--- src/inc/fieldbus_state_pkg.sv ---
package fieldbus_state_pkg;

  // Register byte offsets
  localparam logic [7:0] CTRL_OFFSET      = 8'h00;
  localparam logic [7:0] STATUS_OFFSET    = 8'h04;
  localparam logic [7:0] ERROR_OFFSET     = 8'h08;
  localparam logic [7:0] MBX_TABLE_OFFSET = 8'h0C;
  localparam logic [7:0] PD_TABLE_OFFSET  = 8'h10;

  // Control register fields
  localparam int CTRL_CFG_VALID_BIT  = 0;
  localparam int CTRL_CFG_PRESENT_BIT = 1;
  localparam int CTRL_NET_SETUP_BIT  = 2;
  localparam int CTRL_GO_OP_BIT      = 3;
  localparam int CTRL_ERR_CLEAR_BIT  = 4;
  localparam logic [31:0] CTRL_RESET = 32'h0000_0000;

  // Error register fields
  localparam int ERR_NET_CFG_BIT = 0;
  localparam int ERR_MAC_BIT     = 1;
  localparam int ERR_PORT_HW_BIT = 2;

  // Number of slave positions tracked
  localparam int SLAVE_COUNT = 16;

  // Power-on diagnosis time
  localparam int DIAG_TIME_US    = 100;
  localparam int CLK_MHZ         = 10;
  localparam int DIAG_CYCLES     = DIAG_TIME_US * CLK_MHZ;

  // Flash half period of the RUN indicator
  localparam int FLASH_HALF_MS     = 200;
  localparam int FLASH_HALF_CYCLES = FLASH_HALF_MS * 1000 * CLK_MHZ;

  // Control cycle period and process-data slot length
  localparam int CYCLE_TIME_US  = 100;
  localparam int CYCLE_CYCLES   = CYCLE_TIME_US * CLK_MHZ;
  localparam int PDO_SLOT_CYCLES = 100;

  // Event codes presented with the event strobe
  localparam logic [31:0] EVT_NET_CFG = 32'h3440_0000;
  localparam logic [31:0] EVT_MAC     = 32'h1440_0000;
  localparam logic [31:0] EVT_PORT_HW = 32'h0440_0000;

  // Diagnosis state numbered zero, then communication control states numbered one to four
  typedef enum logic [2:0] {
    ST_DIAG,
    ST_INIT,
    ST_PREOP,
    ST_SAFEOP,
    ST_OP
  } comm_state_e;

endpackage : fieldbus_state_pkg

--- src/rtl/fieldbus_master_state_control.sv ---
// Functional notes
// - At power-on, invalid stored network configuration raises event and config error flag.
// - A communications controller hardware fault raises event and port hardware flag.
// - Exactly four control states, Init to Operational, govern all permissions.
// - Start-up advances Init, Pre-Op, Safe-Op, Operational with no state skipped.
// - While running, errors move the state automatically without software command.
// - Init blocks process data and parameter access, RUN indicator off.
// - Stay in Init while no network configuration is present.
// - Pre-Op allows parameter access only, flashes RUN, leaves after network setup.
// - Safe-Op allows parameters and inputs only, flashes RUN, precedes Operational.
// - Operational allows full process data and parameters, RUN lit steadily.
// - Process data every control cycle; parameter transfers fill the gaps.
//
// Chosen here: register access over AHB-Lite and the address map.
`timescale 1ns/1ps
module fieldbus_master_state_control #(
  parameter int FLASH_HALF = fieldbus_state_pkg::FLASH_HALF_CYCLES,
  parameter int CYCLE_LEN  = fieldbus_state_pkg::CYCLE_CYCLES
) (
  input  wire logic        hclk,
  input  wire logic        hresetn,
  input  wire logic        ce,
  // AHB-Lite slave
  input  wire logic        hsel,
  input  wire logic [31:0] haddr,
  input  wire logic [1:0]  htrans,
  input  wire logic        hwrite,
  input  wire logic [2:0]  hsize,
  input  wire logic [31:0] hwdata,
  input  wire logic        hready,
  output logic      [31:0] hrdata,
  output logic             hreadyout,
  output logic             hresp,
  // Power-on diagnosis inputs from the port hardware
  input  wire logic        mac_fault,
  input  wire logic        port_hw_fault,
  // Link condition from the port
  input  wire logic        link_error,
  // Outputs
  output logic             net_config_error_flag,
  output logic             station_mac_error_flag,
  output logic             port_hardware_error_flag,
  output logic             event_valid,
  output logic      [31:0] event_code,
  output logic      [2:0]  state_number,
  output logic             pdo_input_enable,
  output logic             pdo_output_enable,
  output logic             sdo_enable,
  output logic             pdo_slot,
  output logic             sdo_slot,
  output logic             run_led
);

  // Pin input synchronisers
  logic [1:0] mac_sync_q;
  logic [1:0] hw_sync_q;
  logic [1:0] link_sync_q;

  always_ff @(posedge hclk or negedge hresetn) begin
    if (!hresetn) begin
      mac_sync_q  <= 2'b00;
      hw_sync_q   <= 2'b00;
      link_sync_q <= 2'b00;
    end else if (ce) begin
      mac_sync_q  <= {mac_sync_q[0], mac_fault};
      hw_sync_q   <= {hw_sync_q[0], port_hw_fault};
      link_sync_q <= {link_sync_q[0], link_error};
    end
  end

  wire mac_bad  = mac_sync_q[1];
  wire hw_bad   = hw_sync_q[1];
  wire link_bad = link_sync_q[1];

  // Registers
  logic [31:0]                           ctrl_q;
  logic [2:0]                            err_q;
  logic [fieldbus_state_pkg::SLAVE_COUNT-1:0] mbx_table_q;
  logic [fieldbus_state_pkg::SLAVE_COUNT-1:0] pd_table_q;
  fieldbus_state_pkg::comm_state_e       state_q;
  fieldbus_state_pkg::comm_state_e       state_d;
  logic [31:0]                           diag_cnt_q;
  logic [31:0]                           cyc_cnt_q;
  logic                                  evt_valid_q;
  logic [31:0]                           evt_code_q;
  logic [1:0]                            evt_pending_q;

  // AHB address phase capture
  logic        dp_valid_q;
  logic        dp_write_q;
  logic [7:0]  dp_addr_q;
  logic [31:0] hrdata_q;

  wire addr_phase = hsel && hready && htrans[1];
  wire wr_ctrl    = dp_valid_q && dp_write_q &&
                    (dp_addr_q == fieldbus_state_pkg::CTRL_OFFSET);
  wire wr_mbx     = dp_valid_q && dp_write_q &&
                    (dp_addr_q == fieldbus_state_pkg::MBX_TABLE_OFFSET);
  wire wr_pd      = dp_valid_q && dp_write_q &&
                    (dp_addr_q == fieldbus_state_pkg::PD_TABLE_OFFSET);
  wire [31:0] ctrl_wdata = hwdata & 32'h0000_000F;

  wire cfg_valid   = ctrl_q[fieldbus_state_pkg::CTRL_CFG_VALID_BIT];
  wire cfg_present = ctrl_q[fieldbus_state_pkg::CTRL_CFG_PRESENT_BIT];
  wire net_setup   = ctrl_q[fieldbus_state_pkg::CTRL_NET_SETUP_BIT];
  wire go_op       = ctrl_q[fieldbus_state_pkg::CTRL_GO_OP_BIT];
  wire err_clear   = wr_ctrl && hwdata[fieldbus_state_pkg::CTRL_ERR_CLEAR_BIT];
  wire any_err     = |err_q;
  wire diag_done   = (diag_cnt_q == 32'(fieldbus_state_pkg::DIAG_CYCLES - 1));
  wire in_diag     = (state_q == fieldbus_state_pkg::ST_DIAG);

  // Diagnosis findings, sampled on the last diagnosis cycle
  wire find_cfg = in_diag && diag_done && cfg_present && !cfg_valid;
  wire find_mac = in_diag && diag_done && mac_bad;
  wire find_hw  = in_diag && diag_done && hw_bad;

  // Read data selection
  wire [2:0]  state_number_w;
  wire [31:0] status_word = {29'h0000_0000, state_number_w};
  wire [31:0] rd_mux =
    (haddr[7:0] == fieldbus_state_pkg::CTRL_OFFSET)      ? ctrl_q :
    (haddr[7:0] == fieldbus_state_pkg::STATUS_OFFSET)    ? status_word :
    (haddr[7:0] == fieldbus_state_pkg::ERROR_OFFSET)     ? {29'h0000_0000, err_q} :
    (haddr[7:0] == fieldbus_state_pkg::MBX_TABLE_OFFSET) ? {16'h0000, mbx_table_q} :
    (haddr[7:0] == fieldbus_state_pkg::PD_TABLE_OFFSET)  ? {16'h0000, pd_table_q} :
    32'h0000_0000;

  // Bus data phase tracking; zero wait states
  always_ff @(posedge hclk or negedge hresetn) begin
    if (!hresetn) begin
      dp_valid_q <= 1'b0;
      dp_write_q <= 1'b0;
      dp_addr_q  <= 8'h00;
      hrdata_q   <= 32'h0000_0000;
    end else if (ce) begin
      dp_valid_q <= addr_phase;
      dp_write_q <= hwrite;
      dp_addr_q  <= haddr[7:0];
      if (addr_phase && !hwrite) begin
        hrdata_q <= rd_mux;
      end
    end
  end

  // Control register and slave ready tables
  always_ff @(posedge hclk or negedge hresetn) begin
    if (!hresetn) begin
      ctrl_q      <= fieldbus_state_pkg::CTRL_RESET;
      mbx_table_q <= '0;
      pd_table_q  <= '0;
    end else if (ce) begin
      if (wr_ctrl) begin
        ctrl_q <= ctrl_wdata;
      end
      if (wr_mbx) begin
        mbx_table_q <= hwdata[fieldbus_state_pkg::SLAVE_COUNT-1:0];
      end
      if (wr_pd) begin
        pd_table_q <= hwdata[fieldbus_state_pkg::SLAVE_COUNT-1:0];
      end
    end
  end

  // Sticky error flags; a new finding wins over a clear
  always_ff @(posedge hclk or negedge hresetn) begin
    if (!hresetn) begin
      err_q <= 3'b000;
    end else if (ce) begin
      err_q[fieldbus_state_pkg::ERR_NET_CFG_BIT] <= find_cfg ||
        (err_q[fieldbus_state_pkg::ERR_NET_CFG_BIT] && !err_clear);
      err_q[fieldbus_state_pkg::ERR_MAC_BIT] <= find_mac ||
        (err_q[fieldbus_state_pkg::ERR_MAC_BIT] && !err_clear);
      err_q[fieldbus_state_pkg::ERR_PORT_HW_BIT] <= find_hw ||
        (err_q[fieldbus_state_pkg::ERR_PORT_HW_BIT] && !err_clear);
    end
  end

  // Event strobes, one per finding, issued on successive cycles
  always_ff @(posedge hclk or negedge hresetn) begin
    if (!hresetn) begin
      evt_valid_q   <= 1'b0;
      evt_code_q    <= 32'h0000_0000;
      evt_pending_q <= 2'b00;
    end else if (ce) begin
      evt_valid_q <= 1'b0;
      if (find_cfg) begin
        evt_valid_q   <= 1'b1;
        evt_code_q    <= fieldbus_state_pkg::EVT_NET_CFG;
        evt_pending_q <= {find_hw, find_mac};
      end else if (find_mac) begin
        evt_valid_q   <= 1'b1;
        evt_code_q    <= fieldbus_state_pkg::EVT_MAC;
        evt_pending_q <= {find_hw, 1'b0};
      end else if (find_hw) begin
        evt_valid_q   <= 1'b1;
        evt_code_q    <= fieldbus_state_pkg::EVT_PORT_HW;
        evt_pending_q <= 2'b00;
      end else if (evt_pending_q[0]) begin
        evt_valid_q      <= 1'b1;
        evt_code_q       <= fieldbus_state_pkg::EVT_MAC;
        evt_pending_q[0] <= 1'b0;
      end else if (evt_pending_q[1]) begin
        evt_valid_q      <= 1'b1;
        evt_code_q       <= fieldbus_state_pkg::EVT_PORT_HW;
        evt_pending_q[1] <= 1'b0;
      end
    end
  end

  // Diagnosis timer
  always_ff @(posedge hclk or negedge hresetn) begin
    if (!hresetn) begin
      diag_cnt_q <= 32'h0000_0000;
    end else if (ce && in_diag && !diag_done) begin
      diag_cnt_q <= diag_cnt_q + 32'h0000_0001;
    end
  end

  // Next control state
  always_comb begin
    state_d = state_q;
    unique case (state_q)
      fieldbus_state_pkg::ST_DIAG: begin
        if (diag_done) begin
          state_d = fieldbus_state_pkg::ST_INIT;
        end
      end
      fieldbus_state_pkg::ST_INIT: begin
        if (cfg_present && cfg_valid && !any_err) begin
          state_d = fieldbus_state_pkg::ST_PREOP;
        end
      end
      fieldbus_state_pkg::ST_PREOP: begin
        if (!cfg_present || any_err) begin
          state_d = fieldbus_state_pkg::ST_INIT;
        end else if (net_setup) begin
          state_d = fieldbus_state_pkg::ST_SAFEOP;
        end
      end
      fieldbus_state_pkg::ST_SAFEOP: begin
        if (!cfg_present || any_err) begin
          state_d = fieldbus_state_pkg::ST_INIT;
        end else if (link_bad || !net_setup) begin
          state_d = fieldbus_state_pkg::ST_PREOP;
        end else if (go_op) begin
          state_d = fieldbus_state_pkg::ST_OP;
        end
      end
      fieldbus_state_pkg::ST_OP: begin
        if (!cfg_present || any_err) begin
          state_d = fieldbus_state_pkg::ST_INIT;
        end else if (link_bad || !go_op) begin
          state_d = fieldbus_state_pkg::ST_SAFEOP;
        end
      end
      default: begin
        state_d = fieldbus_state_pkg::ST_INIT;
      end
    endcase
  end

  // State register
  always_ff @(posedge hclk or negedge hresetn) begin
    if (!hresetn) begin
      state_q <= fieldbus_state_pkg::ST_DIAG;
    end else if (ce) begin
      state_q <= state_d;
    end
  end

  // State number seen by software, 0 while diagnosing
  assign state_number_w =
    (state_q == fieldbus_state_pkg::ST_INIT)   ? 3'h1 :
    (state_q == fieldbus_state_pkg::ST_PREOP)  ? 3'h2 :
    (state_q == fieldbus_state_pkg::ST_SAFEOP) ? 3'h3 :
    (state_q == fieldbus_state_pkg::ST_OP)     ? 3'h4 : 3'h0;

  // Permissions per state
  wire perm_sdo = (state_q == fieldbus_state_pkg::ST_PREOP) ||
                  (state_q == fieldbus_state_pkg::ST_SAFEOP) ||
                  (state_q == fieldbus_state_pkg::ST_OP);
  wire perm_in  = (state_q == fieldbus_state_pkg::ST_SAFEOP) ||
                  (state_q == fieldbus_state_pkg::ST_OP);
  wire perm_out = (state_q == fieldbus_state_pkg::ST_OP);
  wire flashing = (state_q == fieldbus_state_pkg::ST_PREOP) ||
                  (state_q == fieldbus_state_pkg::ST_SAFEOP);

  // Control cycle timer: process data slot first, then the gap
  always_ff @(posedge hclk or negedge hresetn) begin
    if (!hresetn) begin
      cyc_cnt_q <= 32'h0000_0000;
    end else if (ce) begin
      if (cyc_cnt_q == 32'(CYCLE_LEN - 1)) begin
        cyc_cnt_q <= 32'h0000_0000;
      end else begin
        cyc_cnt_q <= cyc_cnt_q + 32'h0000_0001;
      end
    end
  end

  wire in_pdo_window = cyc_cnt_q < 32'(fieldbus_state_pkg::PDO_SLOT_CYCLES);

  wire blink;

  run_flasher #(
    .HALF_CYCLES (FLASH_HALF)
  ) u_flasher (
    .hclk    (hclk),
    .hresetn (hresetn),
    .ce      (ce),
    .enable  (flashing),
    .blink   (blink)
  );

  // Registered outputs
  logic [2:0] state_num_q;
  logic       pdo_in_q;
  logic       pdo_out_q;
  logic       sdo_q;
  logic       pdo_slot_q;
  logic       sdo_slot_q;
  logic       led_q;

  always_ff @(posedge hclk or negedge hresetn) begin
    if (!hresetn) begin
      state_num_q <= 3'h0;
      pdo_in_q    <= 1'b0;
      pdo_out_q   <= 1'b0;
      sdo_q       <= 1'b0;
      pdo_slot_q  <= 1'b0;
      sdo_slot_q  <= 1'b0;
      led_q       <= 1'b0;
    end else if (ce) begin
      state_num_q <= state_number_w;
      pdo_in_q    <= perm_in;
      pdo_out_q   <= perm_out;
      sdo_q       <= perm_sdo;
      pdo_slot_q  <= perm_in && in_pdo_window;
      sdo_slot_q  <= perm_sdo && !in_pdo_window;
      led_q       <= perm_out || (flashing && blink);
    end
  end

  assign hrdata                   = hrdata_q;
  assign hreadyout                = 1'b1;
  assign hresp                    = 1'b0;
  assign net_config_error_flag    = err_q[fieldbus_state_pkg::ERR_NET_CFG_BIT];
  assign station_mac_error_flag   = err_q[fieldbus_state_pkg::ERR_MAC_BIT];
  assign port_hardware_error_flag = err_q[fieldbus_state_pkg::ERR_PORT_HW_BIT];
  assign event_valid              = evt_valid_q;
  assign event_code               = evt_code_q;
  assign state_number             = state_num_q;
  assign pdo_input_enable         = pdo_in_q;
  assign pdo_output_enable        = pdo_out_q;
  assign sdo_enable               = sdo_q;
  assign pdo_slot                 = pdo_slot_q;
  assign sdo_slot                 = sdo_slot_q;
  assign run_led                  = led_q;

endmodule : fieldbus_master_state_control

--- src/rtl/run_flasher.sv ---
`timescale 1ns/1ps
module run_flasher #(
  parameter int HALF_CYCLES = fieldbus_state_pkg::FLASH_HALF_CYCLES
) (
  input  wire logic hclk,
  input  wire logic hresetn,
  input  wire logic ce,
  input  wire logic enable,
  output logic      blink
);

  logic [31:0] count_q;
  logic        blink_q;

  // Equal on and off halves; restarts dark when disabled
  always_ff @(posedge hclk or negedge hresetn) begin
    if (!hresetn) begin
      count_q <= 32'h0000_0000;
      blink_q <= 1'b0;
    end else if (ce) begin
      if (!enable) begin
        count_q <= 32'h0000_0000;
        blink_q <= 1'b0;
      end else if (count_q == 32'(HALF_CYCLES - 1)) begin
        count_q <= 32'h0000_0000;
        blink_q <= ~blink_q;
      end else begin
        count_q <= count_q + 32'h0000_0001;
      end
    end
  end

  assign blink = blink_q;

endmodule : run_flasher

--- config.mk ---
export PLATFORM = sky130hd
export DESIGN_NAME = fieldbus_master_state_control
export DESIGN_NICKNAME = d
export VERILOG_FILES = /design/src/inc/fieldbus_state_pkg.sv /design/src/rtl/fieldbus_master_state_control.sv /design/src/rtl/run_flasher.sv
export SDC_FILE = /design/constraint.sdc
export NUM_CORES = 1
export LEC_CHECK = 0
export BUFFER_PORTS_ARGS = -buffer_cell sky130_fd_sc_hd__buf_4
export CAP_MARGIN = 20
export CORE_ASPECT_RATIO = 1.4
export CORE_MARGIN = 4
export CORE_UTILIZATION = 61
export CTS_CLUSTER_DIAMETER = 40
export DETAILED_ROUTE_END_ITERATION = 12
export GPL_ROUTABILITY_DRIVEN = 0
export PLACE_DENSITY_LB_ADDON = 0.08
export SETUP_SLACK_MARGIN = 0.05
export SYNTH_ARGS = -nofsm -noshare
export SYNTH_HDL_FRONTEND = slang
export SYNTH_SLANG_ARGS = --single-unit
--- constraint.sdc ---
create_clock -name hclk -period 3.7 [get_ports hclk]
set_input_delay 0.74 -clock hclk [delete_from_list [all_inputs] [get_ports hclk]]
set_output_delay 0.74 -clock hclk [all_outputs]
set_load 0.01 [all_outputs]
* Word-level counts from Yosys, hierarchy flattened
Cells that the tools add are included.
Storage, ports and cells: register bits 231, bits of input ports 78, logic and storage cells 145, output and inout port bits 79
Cells by class: bitwise logic cells 1, add/sub/neg operators 3, mux-type cells 38, reductions and logical operators 55, equality and inequality tests 20, order comparisons 1
Operator list (number):
- 32-bit 2-to-1 mux | 8
- 32-bit by 1-bit adder with 32-bit output, second input constant | 3
- 16-bit 2-to-1 mux | 5
- 32-bit by 10-bit equality test with 1-bit output, second input constant | 2
- 3-bit 2-to-1 mux | 13
- 32-bit by 21-bit equality test with 1-bit output, second input constant | 1
- 32-bit by 7-bit less-than comparator with 1-bit output, second input constant | 1
- 8-bit by 4-bit equality test with 1-bit output, second input constant | 3
- 1-bit logical AND | 23
- 8-bit by 5-bit equality test with 1-bit output, second input constant | 2
- 8-bit zero test | 2
- 3-bit case mux with 5 select lines | 1
- 2-bit AND reduction | 7
- 1-bit logical OR | 10
- 1-bit zero test | 9
- 8-bit by 3-bit equality test with 1-bit output, second input constant | 1
- 1-bit 2-to-1 mux | 8
- 3-bit by 2-bit equality test with 1-bit output, second input constant | 2
- 2-bit 2-to-1 mux | 3
- 6-bit AND reduction | 1
- 5-bit nonzero test | 1
- 2-bit inequality test, second input constant | 2
- 4-bit by 1-bit inequality test with 1-bit output, second input constant | 1
- 4-bit inequality test, second input constant | 1
- 8 further kinds | 8

* Logic depth before layout (Yosys ltp)
depth after elaboration 7, gate-level depth with buffers 8, depth with buffers taken out 7

* Cells and area by module
From an unflattened synthesis, not the netlist that was laid out.
Unflattened totals: cells, all modules 858, area total of the unflattened synthesis 9172.5 um2
By module, submodules not included:
- fieldbus_master_state_control | area each 7303.3 um2, cells each 655, seq. area each 3803.6 um2, instances 1
- run_flasher | area each 1869.3 um2, cells each 203, seq. area each 825.8 um2, instances 1

* Least setup slack after synthesis
Ideal clock, no wire load.
kind input -> register, start in ce, end reg pd_table_q[0] in the netlist's numbering, cell stages on the path 7, arrival 2288 ps, data required time 3575 ps, path slack 1287 ps, setup time 125 ps, buffers on the path 3, cell sequence buf_2 -> nor4b_2 -> nand4_1 -> or4b_1 -> buf_2 -> buf_6 -> mux2_2
On the way: longest elaborated chain between the ends 1
RTL lines:
- start, declared | RTL line fieldbus_master_state_control.sv:22 | input wire logic ce,
- 2-bit AND reduction (no line)
- end signal, assigned | RTL line fieldbus_master_state_control.sv:159 | pd_table_q <= hwdata[fieldbus_state_pkg::SLAVE_COUNT-1:0];
- end, declared | RTL line fieldbus_master_state_control.sv:79 | logic [fieldbus_state_pkg::SLAVE_COUNT-1:0] pd_table_q;
No other way between the ends. A chain may end at the register's enable or synchronous reset.

* Final worst setup path
start reg u_flasher.count_q[21], end reg u_flasher.count_q[5]
On the way: longest elaborated chain between the ends 3
RTL lines:
- start, declared | RTL line run_flasher.sv:12 | logic [31:0] count_q;
- start signal, assigned | RTL line run_flasher.sv:28 | count_q <= count_q + 32'h0000_0001;
- 32-bit by 21-bit equality test with 1-bit output | RTL line run_flasher.sv:24 | end else if (count_q == 32'(HALF_CYCLES - 1)) begin
- 32-bit 2-to-1 mux | RTL line run_flasher.sv:24
- 32-bit 2-to-1 mux | RTL line run_flasher.sv:21 | if (!enable) begin
No other way between the ends.

==> impl_metrics.toml <==
[cts]
post_cts_resize_count = 0
cts.htree.levels = 4
cts_setup_buffers = 0
cts-hold-fix-buffers = 0
clock_insertion_delay_worst_skew_ns = 0.43
clock-root-buffer = "clkbuf_16"
cts_tree = "built"
cts.sinks = 185
clk_path_buf_depth = 2
clkTransAtPathRegs_ns = 0.06
tritoncts.num_buffers = 17

[worst_setup_path]
cpMaxStageDelayCell = "or4_1"
critical_path_peak_fanout = 14
critPathArrivalTime_ns = 3.01
rr_startpoint = "u_flasher.count_q[21]"
crit_required_ns = 4.00
timing.rr.end = "u_flasher.count_q[5]"
worstSetupEndpointType = "flip-flop"
slack_of_the_worst_reg_to_reg_path_ns = 1.0
worstRegToRegCells = 6
crit_buf_inv = 1
critical_path.cell_chain = "or4_1 > or3_4 > o41ai_4 > and2_1 > buf_4 > nor2_1"
start_kind = "flip-flop"
critical_path_depth = 6
critical_path_class = "reg2reg"
cpLargestDelayFamily = "simple AND/OR/NAND/NOR gates"
crit_path_max_incr_delay_ns = 0.53

[die]
initial_core_util = 0.619
die_height_um = 151
floorplan.rows = 52
design.die.area_um2 = 16700
core_um2 = 14400
ioPinCount = 157
die_w_um = 110

[min_path]
hold_path_class = "in2async"

[logic_synthesis]
synth.distinct_cells = 54
synth_fa_ha_area_frac = 0.00420
post_synthesis_simple_gate_area_fraction = 0.194
syn_area_per_cell_um2 = 10.5
synth_warnings = 0
synth_top_family_by_area = "simple AND/OR/NAND/NOR gates"
synth-edff-count = 0
synthDominantCellAreaShare = 0.518
synth-xor-area-share = 0.0823
synth-async-reset-ratio = 1.00
ys_seq_elements = 185
synthMuxAreaShare = 0.0726
synth_compound_gate_area_share = 0.0638
synth_top_cells_by_area = "dfrtp_1 52%, mux2_2 6.9%, xnor2_1 4.9%"
post_synth_inst_count = 850
ys_dominant_reg_cell = "dfrtp_1"
syn-cell-area_um2 = 8940
netlist.top_cell.by_area = "dfrtp_1"
synth_seq_area_share = 0.518

[timing]
final_min_period_over_clock_period = 0.731
timing_max_transition_violations_final = 0
worst_slew_pin_slew_ns = 0.828
timing.fmax_mhz = 370
setup_viol = 0
rsz0062_at_grt = "false"
fin_skew_ns = 0.00820
timing.final.crit_period_ns = 2.70
setup-tns-final_ns = 0
finalHoldViolations = 0
slew_headroom = 0.444

[pwr]
net-switching-power_w = 0.00124
power-per-cell-area_nw_per_um2 = 482
cellLeakagePower_nw = 4.68
share_seq_of_total_power = 0.468
intPower_w = 0.00363
comb_power_share = 0.119
total_design_power_w = 0.00486
power_switching_share = 0.254
clock_power_share = 0.414
worst_ir_drop_vdd_mv = 0.284

[cells_and_area]
fin_nets = 995
post_route_cells_drive_above_1_share = 0.194
finish.cell_count_without_fillers = 1116
final_area_um2 = 10100
syn2layout_area_growth_pct = 12.8
antenna_cells_inserted = 0

[global_routing]
grt.met1_usage = 0.301
global_route_wire_length_before_repair_mm = 31.3
met2_usage = 0.400
grt-busiest-layer = "met2"
vias_in_the_first_global_route = 6413
fraction_of_met3_tracks_used_by_global_routing = 0.0542
antenna_found_initial = 0
groute.usage.overall = 0.239
largest_net_degree_at_the_start_of_global_routing = 72
globalRouteOverflowTotal = 0

[detailed_routing]
detail_route.vias_per_cell = 5.77
drtIter0Drc = 335
drc_errors = 0
detail-route-antenna-nets = 0
route.vias.total = 6435
drt_pre_antenna_iters = 5
finalWirelength_mm = 18.7
wl_per_cell_um = 16.8

[placed_design]
numPlacedInstances = 1084
detailedPlacementHpwl_mm = 13.1
buffer_ports.inserted = 66
placed_area_um2 = 9430

[status]
outcome = "complete, no violations"

[flow_run]
maxcap_violations = 0
[power by group through the flow]
stage	clock network (W)	logic, W	registers [W]
global route	0.00214	0.000643	0.00229
floorplan	0	0.000447	0.00228
CTS	0.00205	0.000579	0.00227
detailed placement	0	0.000574	0.00231
finish	0.00201	0.000576	0.00227
global placement	0	0.000551	0.00230
[synth_stat cells, types with 4 or more instances]
library cell,instances
dfrtp_1,185
a21oi_1,15
o31ai_1,8
nor2b_1,9
or2_2,5
xor2_1,34
buf_4,48
nand2_1,84
nand3_1,35
or3_1,4
nor4_1,24
o21ai_0,32
inv_1,13
buf_2,7
nand4_1,32
and4_1,4
nor2_1,68
clkbuf_1,16
nand2b_1,8
mux2_2,55
xnor2_1,50
a22oi_1,17
and3_1,18
nor3_1,30
[kinds of logic after synthesis]
kind of cell,after synthesis
multiplexers,58
AO/OA/AOI/OAI,88
adder cells (fa/ha/maj),3
other,2
AND/OR/NAND/NOR,339
XOR/XNOR,84
flip-flops,185
buffers and inverters,91
[layer usage]
layer / share of wire / vias to the layer above / routed length, µm
li1: - / 3010 / -
met1: 0.41 / 3238 / 7620
met2: 0.52 / 158 / 9740
met3: 0.049 / 29 / 910
met4: 0.023 / 0 / 430
met5: 0 / - / 0
[layout make-up]
| type | instances | area (µm²) |
|---|---|---|
| clock inverters | 11 | 191 |
| fillers | 1099 | 4360 |
| multi-input cells | 618 | 3900 |
| clock buffers | 21 | 470 |
| inverters | 13 | 48.8 |
| flip-flops and latches | 185 | 4630 |
| well taps | 189 | 236 |
| repair buffers | 79 | 609 |
[state kept, by name, indices dropped and copies added (netlist names), 4 cells and up]
name and flops:
ctrl_q 4, cyc_cnt_q 32, diag_cnt_q 32, dp_addr_q 8, hrdata 16, mbx_table_q 16
pd_table_q 16, u_flasher.count_q 32
[worst max path at each step]
stage | from | end | slack, ns
6_report | u_flasher.count_q[21] | u_flasher.count_q[5] | 1.0
5_1_grt | u_flasher.count_q[11] | u_flasher.count_q[5] | 0.85
4_1_cts | u_flasher.count_q[21] | u_flasher.count_q[14] | 0.99
3_5_place_dp | ce | pd_table_q[7] | 0.87
3_3_place_gp | ce | pd_table_q[11] | 0.89
2_1_floorplan | ce | pd_table_q[0] | 1.29
[layout by cell type, fill, tap and decap left out, types with 9 or more instances in the layout]
| cell type | instances |
|---|---|
| a22oi_1 | 17 |
| clkbuf_16 | 17 |
| nor2_1 | 68 |
| nand4_1 | 32 |
| conb_1 | 46 |
| nand3_1 | 35 |
| and3_1 | 18 |
| dfrtp_1 | 185 |
| xor2_1 | 34 |
| o21ai_0 | 32 |
| buf_4 | 77 |
| xnor2_1 | 50 |
| nand2_1 | 84 |
| nor3_1 | 30 |
| inv_1 | 13 |
| nor4_1 | 24 |
| a21oi_1 | 15 |
| mux2_2 | 55 |
| nor2b_1 | 9 |
[metrics by stage]
stage | setup slack (ns) | hold WS, ns | utilization
global placement | 0.894 | 0.450 | 0.653
finish | 0.996 | 0.315 | 0.698
detailed placement | 0.869 | 0.451 | 0.653
floorplan | 1.29 | 0.434 | -
global route | 0.853 | 0.346 | 0.698
CTS | 0.993 | 0.334 | 0.698
(Power assumes the default switching activity.)
